File: src/hdl/pack_extend_regs.svh
// Purpose: Named constants for the pack and extend datapath
// Assumes: 32-bit operands, 4-bit register indices
// Notes: Shift and rotate codes as seen on the decoder port
`ifndef PACK_EXTEND_REGS_SVH
`define PACK_EXTEND_REGS_SVH

`define PX_WORD_W 32
`define PX_HALF_W 16
`define PX_REG_W 4
`define PX_SHAMT_W 5
`define PX_SHAMT_ZERO 5'h00
`define PX_ASR_FULL 6'h20
`define PX_ROT_0 2'h0
`define PX_ROT_8 2'h1
`define PX_ROT_16 2'h2
`define PX_ROT_24 2'h3
`define PX_REG_SP 4'hD
`define PX_REG_PC 4'hF
`define PX_WORD_ZERO 32'h0000_0000
`define PX_FILL24_ZERO 24'h00_0000
`define PX_FILL16_ZERO 16'h0000
`define PX_FLAGS_ZERO 4'h0

`endif

File: src/hdl/pack_extend_pkg.sv
// Purpose: Types shared by the pack and extend datapath
// Assumes: Decoder drives one operation per issued cycle
// Notes: Operation codes are one-hot
package pack_extend_pkg;

  typedef enum logic [14:0] {
    op_none                       = 15'h0001,
    op_pack_bottom_top            = 15'h0002,
    op_pack_top_bottom            = 15'h0004,
    op_signed_byte_extend         = 15'h0008,
    op_unsigned_byte_extend       = 15'h0010,
    op_signed_half_extend         = 15'h0020,
    op_unsigned_half_extend       = 15'h0040,
    op_dual_signed_byte_extend    = 15'h0080,
    op_dual_unsigned_byte_extend  = 15'h0100,
    op_signed_byte_extend_add     = 15'h0200,
    op_unsigned_byte_extend_add   = 15'h0400,
    op_signed_half_extend_add     = 15'h0800,
    op_unsigned_half_extend_add   = 15'h1000,
    op_dual_signed_byte_extend_add   = 15'h2000,
    op_dual_unsigned_byte_extend_add = 15'h4000
  } px_op_t;

  typedef struct packed {
    logic valid;
    px_op_t op;
    logic cond_pass;
    logic dest_present;
    logic [3:0] dest_reg;
    logic [3:0] first_operand_reg;
    logic [3:0] second_operand_reg;
    logic [31:0] first_operand;
    logic [31:0] second_operand;
    logic [4:0] shift_amount;
    logic [1:0] rotate_right_option;
    logic [3:0] flags_in;
  } px_issue_t;

  typedef struct packed {
    logic write_en;
    logic [3:0] write_reg;
    logic [31:0] write_data;
    logic [3:0] flags_out;
    logic illegal_reg;
  } px_result_t;

endpackage

File: src/hdl/half_extend_add.sv
// Purpose: One 16-bit lane of the dual byte extend and add
// Assumes: Byte arrives already rotated into place
// Notes: Carry out of the lane is dropped
`timescale 1ns/1ps
`default_nettype none
module half_extend_add (
  input wire logic [7:0] byte_in,
  input wire logic [15:0] addend,
  input wire logic sign_ext,
  input wire logic add_en,
  output logic [15:0] lane_out
);
  logic [15:0] ext;
  always_comb begin
    ext = {{8{sign_ext & byte_in[7]}}, byte_in};
    lane_out = add_en ? 16'(ext + addend) : ext;
  end
endmodule
`default_nettype wire

File: src/hdl/pack_extend_datapath.sv
// Purpose: Halfword pack, rotate and extend, and extend-add datapath
// Assumes: Decoder supplies operands read from the register file
// Notes: One registered result per issued operation, one cycle later
//        Flags pass straight through; no operation here alters them
//        Refused register use is flagged and nothing is written
// Overview of operation
// RL1 - Bottom-top pack puts first operand low half into result low half
// RL2 - Bottom-top pack puts shifted second operand high half into result high half
// RL3 - Top-bottom pack puts first operand high half into result high half
// RL4 - Top-bottom pack puts arithmetic-shifted second operand low half into result low
// RL5 - Bottom-top left shift is 1 to 31; zero means no shift
// RL6 - Top-bottom arithmetic right shift is 1 to 32; zero field means 32
// RL7 - Extends rotate the source right by 0, 8, 16 or 24 first
// RL8 - Signed byte extend replicates rotated bit 7 to 32 bits
// RL9 - Unsigned byte extend zero-fills above rotated bits 7 to 0
// RL10 - Signed half extend replicates rotated bit 15 into upper half
// RL11 - Unsigned half extend clears the upper half
// RL12 - Dual signed byte extend sign-extends rotated bytes 0 and 2 to halves
// RL13 - Dual unsigned byte extend zero-extends rotated bytes 0 and 2 to halves
// RL14 - Extend-add adds extended value to the full first operand
// RL15 - Dual extend-add adds each half independently, no carry between
// RL16 - Pack and extend operations leave the condition flags unchanged
// RL17 - Decoder never names stack pointer or program counter as pack destination
// RL18 - Decoder never names stack pointer or program counter as extend operand
// RL19 - Failed condition check writes nothing
// RL20 - Missing destination writes back to the register holding the extended value
`include "pack_extend_regs.svh"
`timescale 1ns/1ps
`default_nettype none
module pack_extend_datapath (
  input wire logic clk_sys,
  input wire logic rst,
  input wire pack_extend_pkg::px_issue_t issue,
  output pack_extend_pkg::px_result_t result
);

  logic [31:0] rotated;
  logic [31:0] shl_val;
  logic [31:0] asr_val;
  logic [5:0] asr_amt;
  logic [31:0] data_next;
  logic [31:0] extended;
  logic [15:0] lane_lo;
  logic [15:0] lane_hi;
  logic dual_signed;
  logic dual_add;
  logic dest_bad;
  logic rm_bad;
  logic rn_bad;
  logic [31:0] pack_bt_word;
  logic [31:0] pack_tb_word;
  logic [31:0] sbe_word;
  logic [31:0] ube_word;
  logic [31:0] she_word;
  logic [31:0] uhe_word;
  logic is_pack;
  logic is_extend;
  logic is_add;
  logic bad_reg;
  logic [3:0] reg_next;
  logic wen_next;
  pack_extend_pkg::px_result_t result_reg;
  pack_extend_pkg::px_result_t result_next;

  // RL7 rotate before extract
  always_comb begin
    case (issue.rotate_right_option)
      `PX_ROT_8: rotated = {issue.second_operand[7:0], issue.second_operand[31:8]};
      `PX_ROT_16: rotated = {issue.second_operand[15:0], issue.second_operand[31:16]};
      `PX_ROT_24: rotated = {issue.second_operand[23:0], issue.second_operand[31:24]};
      default: rotated = issue.second_operand;
    endcase
  end

  // RL5 left shift amount
  assign shl_val = issue.second_operand << issue.shift_amount;
  // RL6 zero field means 32
  always_comb begin
    if (issue.shift_amount == `PX_SHAMT_ZERO) begin
      asr_amt = `PX_ASR_FULL;
    end else begin
      asr_amt = {1'b0, issue.shift_amount};
    end
  end
  // RL4 shift keeps sign
  assign asr_val = $signed(issue.second_operand) >>> asr_amt;

  // Dual lane controls
  assign dual_signed = (issue.op == pack_extend_pkg::op_dual_signed_byte_extend) ||
                       (issue.op == pack_extend_pkg::op_dual_signed_byte_extend_add);
  assign dual_add = (issue.op == pack_extend_pkg::op_dual_signed_byte_extend_add) ||
                    (issue.op == pack_extend_pkg::op_dual_unsigned_byte_extend_add);

  // RL1 RL2 bottom-top pack
  assign pack_bt_word = {shl_val[31:16], issue.first_operand[15:0]};
  // RL3 RL4 top-bottom pack
  assign pack_tb_word = {issue.first_operand[31:16], asr_val[15:0]};

  // RL8 sign byte
  assign sbe_word = {{24{rotated[7]}}, rotated[7:0]};
  // RL9 zero byte
  assign ube_word = {`PX_FILL24_ZERO, rotated[7:0]};
  // RL10 sign half
  assign she_word = {{16{rotated[15]}}, rotated[15:0]};
  // RL11 zero half
  assign uhe_word = {`PX_FILL16_ZERO, rotated[15:0]};

  // RL12 low lane, RL13 and RL15 independent halves
  half_extend_add lane0 (
    .byte_in(rotated[7:0]),
    .addend(issue.first_operand[15:0]),
    .sign_ext(dual_signed),
    .add_en(dual_add),
    .lane_out(lane_lo)
  );
  // RL12 high lane from byte 2
  half_extend_add lane1 (
    .byte_in(rotated[23:16]),
    .addend(issue.first_operand[31:16]),
    .sign_ext(dual_signed),
    .add_en(dual_add),
    .lane_out(lane_hi)
  );

  always_comb begin
    extended = `PX_WORD_ZERO;
    is_pack = 1'b0;
    is_add = 1'b0;
    is_extend = 1'b1;
    data_next = `PX_WORD_ZERO;
    unique case (issue.op)
      pack_extend_pkg::op_pack_bottom_top: begin
        is_pack = 1'b1;
        is_extend = 1'b0;
        // RL1 RL2 select bottom-top
        data_next = pack_bt_word;
      end
      pack_extend_pkg::op_pack_top_bottom: begin
        is_pack = 1'b1;
        is_extend = 1'b0;
        // RL3 RL4 select top-bottom
        data_next = pack_tb_word;
      end
      pack_extend_pkg::op_signed_byte_extend, pack_extend_pkg::op_signed_byte_extend_add: begin
        // RL8 select sign byte
        extended = sbe_word;
        is_add = (issue.op == pack_extend_pkg::op_signed_byte_extend_add);
      end
      pack_extend_pkg::op_unsigned_byte_extend, pack_extend_pkg::op_unsigned_byte_extend_add: begin
        // RL9 select zero byte
        extended = ube_word;
        is_add = (issue.op == pack_extend_pkg::op_unsigned_byte_extend_add);
      end
      pack_extend_pkg::op_signed_half_extend, pack_extend_pkg::op_signed_half_extend_add: begin
        // RL10 select sign half
        extended = she_word;
        is_add = (issue.op == pack_extend_pkg::op_signed_half_extend_add);
      end
      pack_extend_pkg::op_unsigned_half_extend, pack_extend_pkg::op_unsigned_half_extend_add: begin
        // RL11 select zero half
        extended = uhe_word;
        is_add = (issue.op == pack_extend_pkg::op_unsigned_half_extend_add);
      end
      pack_extend_pkg::op_dual_signed_byte_extend, pack_extend_pkg::op_dual_unsigned_byte_extend,
      pack_extend_pkg::op_dual_signed_byte_extend_add, pack_extend_pkg::op_dual_unsigned_byte_extend_add: begin
        // RL12 RL13 lane results
        extended = {lane_hi, lane_lo};
      end
      default: begin
        // Nothing to write
        is_extend = 1'b0;
      end
    endcase
    if (is_extend) begin
      // RL14 full word add
      data_next = is_add ? 32'(extended + issue.first_operand) : extended;
    end
  end

  always_comb begin
    // RL20 default destination
    if (issue.dest_present) begin
      reg_next = issue.dest_reg;
    end else if (is_pack) begin
      reg_next = issue.first_operand_reg;
    end else begin
      reg_next = issue.second_operand_reg;
    end
    // RL17 destination check
    dest_bad = (reg_next == `PX_REG_SP) || (reg_next == `PX_REG_PC);
    // RL18 operand checks
    rm_bad = (issue.second_operand_reg == `PX_REG_SP) || (issue.second_operand_reg == `PX_REG_PC);
    rn_bad = (is_add || dual_add) &&
             ((issue.first_operand_reg == `PX_REG_SP) || (issue.first_operand_reg == `PX_REG_PC));
    bad_reg = 1'b0;
    if (is_pack) begin
      bad_reg = dest_bad;
    end else if (is_extend) begin
      bad_reg = dest_bad || rm_bad || rn_bad;
    end
    // RL19 condition gate
    wen_next = issue.valid && issue.cond_pass && (is_pack || is_extend) && !bad_reg;
    result_next.write_en = wen_next;
    result_next.write_reg = reg_next;
    // Data holds while nothing is written
    result_next.write_data = wen_next ? data_next : result_reg.write_data;
    // RL16 flags pass through
    result_next.flags_out = issue.flags_in;
    // RL17 RL18 refusal flag
    result_next.illegal_reg = issue.valid && bad_reg;
  end

  always_ff @(posedge clk_sys or posedge rst) begin
    if (rst) begin
      result_reg <= '0;
    end else begin
      result_reg <= result_next;
    end
  end

  assign result = result_reg;

endmodule
`default_nettype wire

File: config.mk
export PLATFORM = sky130hd
export DESIGN_NAME = pack_extend_datapath
export DESIGN_NICKNAME = d
export VERILOG_FILES = /design/src/hdl/pack_extend_pkg.sv /design/src/hdl/half_extend_add.sv /design/src/hdl/pack_extend_datapath.sv
export VERILOG_INCLUDE_DIRS = /design/src /design/src/hdl
export SDC_FILE = /design/constraint.sdc
export NUM_CORES = 1
export LEC_CHECK = 0
export BUFFER_PORTS_ARGS = -buffer_cell sky130_fd_sc_hd__buf_2
export CAP_MARGIN = 20
export CORE_ASPECT_RATIO = 2
export CORE_UTILIZATION = 35
export DETAILED_ROUTE_END_ITERATION = 6
export SKIP_CTS_REPAIR_TIMING = 1
export SLEW_MARGIN = 25
export SYNTH_ARGS = -nofsm -noshare
export SYNTH_HDL_FRONTEND = slang
export SYNTH_HIERARCHICAL = 1
export SYNTH_SLANG_ARGS = --single-unit
File: constraint.sdc
create_clock -name clk_sys -period 1.34 [get_ports clk_sys]
set_clock_uncertainty 0.2 [all_clocks]
set_input_delay 0 -clock clk_sys [delete_from_list [all_inputs] [get_ports clk_sys]]
set_output_delay 0 -clock clk_sys [all_outputs]
set_load 0.02 [all_outputs]
==> results of run 1 <==
## where the power goes
group	internal, mW	leakage, nW	total (mW)	switching (mW)
combinational	2.29	7.09	4.65	2.36
clock	0.696	0.0664	1.22	0.524
sequential	1.28	0.568	1.29	0.00442
## through the flow
stage / setup WS, ps / util (%) / area, µm² / cells / hold WS, ps
6_report: -3370 / 57.0 / 17200 / 2263 / -80.3
5_1_grt: -3470 / 57.0 / 17200 / 2263 / -71.8
4_1_cts: -3780 / 51.2 / 15500 / 2204 / -505
3_5_place_dp: -4100 / 50.7 / 15300 / 2196 / -193
3_3_place_gp: -4010 / 50.7 / 15300 / 2196 / -193
2_1_floorplan: -3490 / - / 11200 / 1345 / -169
## cells in the mapped netlist (all sizes together), types with 6 or more instances
library cell,instances,area (µm²)
nor4,9,86.3
nor3,30,150
o31ai,9,67.6
or3,23,159
o211ai,20,150
dfrtp,42,1050
a32oi,10,87.6
clkbuf,79,299
o21a,17,128
and3,9,56.3
and2,12,75.1
or2,7,43.8
a211oi,23,183
or4,7,60.1
o21ai,71,355
o311ai,10,87.6
a22o,9,78.8
a221oi,12,105
a21oi,94,470
mux2,44,510
nand4,17,121
mux4,84,1890
o22ai,9,56.3
mux2i,49,490
buf,44,238
a221o,9,90.1
a31oi,16,100
nor2,139,522
ha,47,588
xnor2,30,263
a21o,38,288
nand2b,10,62.6
a211o,7,61.3
o21bai,10,75.1
o2111ai,6,52.6
xor2,23,201
o32ai,6,67.6
nand2,143,537
inv,22,85.1
nand3,37,185
## how the worst max path moves through the flow
stage / from / to / cells past startpoint
finish: issue[11] / result[34] / 21
global route: issue[4] / result[34] / 24
CTS: issue[4] / result[34] / 21
detailed placement: issue[4] / result[34] / 21
global placement: issue[4] / result[34] / 21
floorplan: issue[4] / result[34] / 23
## cell type report
class	instances	area [µm²]	area share, %
sequential	42	1050	6.11
inverter	22	92.6	0.538
timing repair buffer	664	5050	29.3
clock buffer	5	125	0.727
multi-input combinational	1159	10400	60.5
clock inverter	3	23.8	0.138
tap	368	460	2.67
## critical path, cell delays in order
cell and delay [ps]:
buf_2 110, buf_4 180, mux4_2 520, ha_4 200, fa_2 330, a21o_1 220
a21oi_4 220, o31ai_4 120, buf_6 150, or4_4 470, nand2_2 70, a221oi_2 60
a21o_1 170, ha_2 180, a21o_1 170, a21o_1 210, or3_4 350, or3_4 390
a21o_1 160, a311oi_1 280, a21oi_1 100
## metal layers
layer  global-route usage (%)  share of wire, %  vias to the layer above
met3                     3.03               5.4                      276
li1                         -                 -                     6291
met2                     60.1                52                      726
met1                     30.4                32                     6518
met4                     27.5                11                        0
met5                        0                 0                        -
## cell families after synthesis
kind of cell	Yosys count	synth area share, %
simple gates	466	20.9
compound gates	412	26.3
mux	177	26.9
buf+inv	145	5.77
xor+xnor	53	4.31
fa+ha+maj	50	6.02
flops	42	9.76
==> impl_metrics.env, run 1 <==
export IMPL_max_cap_violations=0
export IMPL_yosysWarnings=6
export IMPL_async_flop_share_pct=100
export IMPL_grt_usage_pct=31.9
export IMPL_drive_gt1_share_pct=52.2
export IMPL_cts_max_level=2
export IMPL_netlist_area_um2=10800
export IMPL_clock_path_buffers=2
export IMPL_syn_instance_count=1345
export IMPL_cts_tree="done"
export IMPL_slew_violations=0
export IMPL_worstPathRequired_ps=1310
export IMPL_clk_latency_ps=290
export IMPL_rr_worst_depth=3
export IMPL_grt_max_degree=45
export IMPL_die_w_um=126
export IMPL_avgSynthCellArea_um2=8.01
export IMPL_critical_path_class="primary input to register"
export IMPL_slew_limit_headroom_pct=37.1
export IMPL_yosysSeqAreaShare_pct=9.76
export IMPL_drc=0
export IMPL_largest_reg_flops=42
export IMPL_power_density_nw_per_um2=416
export IMPL_finalPower_mw=7.16
export IMPL_ir_drop_v=0.000383
export IMPL_status="complete, but fails checks"
export IMPL_start_kind="primary input"
export IMPL_worstPathArrival_ps=4690
export IMPL_max_freq_mhz=212
export IMPL_synth_cell_types=85
export IMPL_r2r_end="result[32]"
export IMPL_grt_pass1_wl_um=76900
export IMPL_rows=90
export IMPL_vias=13800
export IMPL_syn_num_nets=1502
export IMPL_crit_fanout=8
export IMPL_grt_overflow=0
export IMPL_finalCritPeriodShare_pct=352
export IMPL_clk_pin_slew_ps=60
export IMPL_n_fill_cell=2737
export IMPL_grt_pass1_vias=13700
export IMPL_ys_ff_latch=42
export IMPL_crit_path_end_kind="register"
export IMPL_rsz0062_at_grt="yes"
export IMPL_synth_main_ff_cell="dfrtp_1"
export IMPL_whs_ps=-80.3
export IMPL_hold_viol=3
export IMPL_place_hpwl_um=43100
export IMPL_pin_count=149
export IMPL_post_drt_wl_per_cell_um=23.4
export IMPL_min_to="result[39]"
export IMPL_reg2reg_slack_ps=350
export IMPL_tns_ps=-92550
export IMPL_min_period_ps=4710
export IMPL_io_buffers=148
export IMPL_rr_startpoint="result[32]"
export IMPL_clock_sinks=42
export IMPL_start_util_pct=35.7
export IMPL_antenna_cells=0
export IMPL_finalNetCount=2051
export IMPL_die_y_um=250
export IMPL_holdPathStages=4
export IMPL_avgViaCountPerCell=6.10
export IMPL_wirelength_um=53000
export IMPL_hold_path_class="primary input to register"
export IMPL_hold_start="issue[85]"
export IMPL_drt_iter0_markers=698
export IMPL_postRouteAntennaNets=0
export IMPL_core_um2=30200
export IMPL_synth_edf_count=0
export IMPL_cts_buffers=5
export IMPL_firstDrtPassIters=5
export IMPL_cts_root_buf="clkbuf_16"
export IMPL_setup_viol=38
export IMPL_leakagePower_nw=7.72
export IMPL_place_gp_congestion=1.03
export IMPL_antenna_found_initial=0
export IMPL_worst_slack_ps=-3370
export IMPL_layout_commonest_cell="buf_4"
export IMPL_layout_common_cells="buf_4, nand2_1, buf_2"
export IMPL_syn2layout_area_growth_pct=59.8
export IMPL_worst_pin_slew_ps=930
export IMPL_violations="hold timing, setup timing"
export IMPL_die_area_um2=31500
No activity file was read; power rests on OpenSTA's default activity.
==> run 2: changes to the inputs <==
--- a/config.mk
+++ b/config.mk
@@ -7,10 +7,10 @@
 export NUM_CORES = 1
 export LEC_CHECK = 0
 export BUFFER_PORTS_ARGS = -buffer_cell sky130_fd_sc_hd__buf_2
-export CAP_MARGIN = 20
 export CORE_ASPECT_RATIO = 2
-export CORE_UTILIZATION = 35
+export CORE_UTILIZATION = 60
 export DETAILED_ROUTE_END_ITERATION = 6
+export PLACE_DENSITY = 0.83
 export SKIP_CTS_REPAIR_TIMING = 1
 export SLEW_MARGIN = 25
 export SYNTH_ARGS = -nofsm -noshare
==> constraint.sdc (replaced) <==
create_clock -name clk_sys -period 5.8 [get_ports clk_sys]
set_clock_uncertainty 0.2 [all_clocks]
set_input_delay 0 -clock clk_sys [delete_from_list [all_inputs] [get_ports clk_sys]]
set_output_delay 0 -clock clk_sys [all_outputs]
set_load 0.02 [all_outputs]
==> run 2 against run 1 <==
Compared with the run above:
- the flow finishes with violations (hold timing)
- first-iteration DRC count is 81% higher
- global-route usage increased by 14 points
- critical path type unchanged
- largest power group unchanged
- highest routed layer unchanged
- sequential share of layout area increased by 2.5 points
- critical path depth fell by 1
==> impl_metrics.env, run 2 (same netlist as run 1, synthesis figures left out) <==
export IMPL_status="complete, but fails checks"
export IMPL_violations="hold timing"
export IMPL_start_util_pct=60.9
export IMPL_cts_buffers=5
export IMPL_whs_ps=-27.7
export IMPL_design_area_um2=12200
export IMPL_crit_path_end_kind="register"
export IMPL_slowest_delay_ps=580
export IMPL_drive_gt1_share_pct=26.9
export IMPL_postRouteAntennaNets=0
export IMPL_drt_iter0_markers=1263
export IMPL_ir_drop_v=0.000133
export IMPL_layout_common_cells="buf_2, nand2_1, nor2_1"
export IMPL_path_buf_inv=2
export IMPL_hold_path_class="primary input to register"
export IMPL_avgViaCountPerCell=7.48
export IMPL_crit_family="compound AO/OA/AOI/OAI gates"
export IMPL_clk_pin_slew_ps=70
export IMPL_clk_latency_ps=300
export IMPL_slew_limit_headroom_pct=26.1
export IMPL_dp_cells=1654
export IMPL_setup_viol=0
export IMPL_grt_max_degree=51
export IMPL_grt_overflow=0
export IMPL_finalNetCount=1627
export IMPL_layout_commonest_cell="buf_2"
export IMPL_finalNonFillerCells=1684
export IMPL_firstDrtPassIters=6
export IMPL_power_density_nw_per_um2=114
export IMPL_antenna_cells=0
export IMPL_core_um2=17700
export IMPL_io_buffers=148
export IMPL_slew_violations=0
export IMPL_worstPathArrival_ps=5480
export IMPL_finalCritPeriodShare_pct=95.6
export IMPL_die_y_um=191
export IMPL_die_w_um=96.7
export IMPL_clock_sinks=42
export IMPL_cts_root_buf="clkbuf_16"
export IMPL_cp_slowest_cell="mux4_2"
export IMPL_place_hpwl_um=33400
export IMPL_antenna_found_initial=0
export IMPL_max_freq_mhz=180
export IMPL_worst_slack_ps=254
export IMPL_critical_path_class="primary input to register"
export IMPL_clock_path_buffers=2
export IMPL_largest_reg_flops=42
export IMPL_cts_tree="done"
export IMPL_n_fill_cell=1498
export IMPL_grt_pass1_vias=11900
export IMPL_grt_usage_pct=45.5
export IMPL_place_gp_congestion=1.10
export IMPL_die_area_um2=18500
export IMPL_hold_viol=1
export IMPL_dp_slack_ps=29.0
export IMPL_rsz0062_at_grt="no"
export IMPL_rows=69
export IMPL_start_kind="primary input"
export IMPL_cts_max_level=2
export IMPL_wirelength_um=42500
export IMPL_syn2layout_area_growth_pct=13.5
export IMPL_grt_pass1_wl_um=65500
export IMPL_path_common_cell="o21ai_0"
export IMPL_worst_pin_slew_ps=1100
export IMPL_tns_ps=0
export IMPL_drc=0
export IMPL_placed_area_um2=11800
export IMPL_leakagePower_nw=5.31
export IMPL_max_cap_violations=0
export IMPL_pin_count=149
export IMPL_crit_chain="buf_2, buf_4, mux4_2, ha_1, a21oi_1, o21ai_0, o221ai_1, nand3_1, a21oi_1, xnor2_1, a221o_1, ha_1, a211oi_2, o21ai_0, a41o_1, or3_1, a211oi_1, o21ai_0, xnor2_1, a31oi_1"
export IMPL_final_util_pct=69.1
export IMPL_crit_fanout=6
export IMPL_vias=12600
export IMPL_finalPower_mw=1.40
export IMPL_post_drt_wl_per_cell_um=25.2
export IMPL_min_period_ps=5550
export IMPL_worstPathRequired_ps=5730
==> run 2: cell count changes in the layout (fill, tap and decap cells not counted), moves of 11 or more <==
| cell | before | now |
|---|---|---|
| buf_4 | 461 | 71 |
| buf_6 | 32 | 0 |
| o21ai_0 | 33 | 65 |
| a21oi_1 | 63 | 94 |
| a21oi_2 | 20 | 0 |
| ha_1 | 26 | 46 |
| ha_4 | 18 | 0 |
| o21ai_1 | 24 | 6 |
| buf_12 | 16 | 1 |
| a21oi_4 | 11 | 0 |
| buf_2 | 136 | 147 |
| dlygate4sd3_1 | 11 | 22 |
==> run 2: area by class of cell <==
cell class | count | area, µm² | area share, %
sequential | 42 | 1050 | 8.59
multi-input combinational | 1158 | 9150 | 74.8
timing repair buffer | 241 | 1510 | 12.3
tap | 213 | 267 | 2.18
clock inverter | 3 | 48.8 | 0.399
inverter | 22 | 85.1 | 0.696
clock buffer | 5 | 125 | 1.02
==> run 2: where the power goes <==
part | leakage, nW | total [mW] | internal (mW) | switching [mW]
Combinational | 4.66 | 0.754 | 0.317 | 0.437
Sequential | 0.568 | 0.298 | 0.297 | 0.000944
Clock | 0.0819 | 0.345 | 0.206 | 0.138
==> run 2: final timing paths <==
path | from | endpoint | slack [ps] | cells after the start
max in group asynchronous | rst | result[31] | 4590 | 3
min in group asynchronous | rst | result[3] | 250 | 3
hold reg to reg | result[29] | result[29] | 270 | 2
setup / recovery | issue[4] | result[35] | 250 | 20
setup reg to reg | result[32] | result[32] | 4560 | 3
hold / removal | issue[44] | result[6] | -30 | 4
==> run 2: routing by layer <==
metal | vias to the layer above | GRT usage (%) | part of all wire (%)
met2 | 1005 | 76.8 | 48
met1 | 5780 | 46.4 | 31
met5 | - | 0 | 0
met3 | 356 | 9.21 | 9.3
met4 | 0 | 43.5 | 12
li1 | 5454 | - | -
==> run 2: worst reg2reg max path: cells and delay by family (launching register included) <==
family          cells  cell delay [ps]
compound gates      3              500
flops               1              430
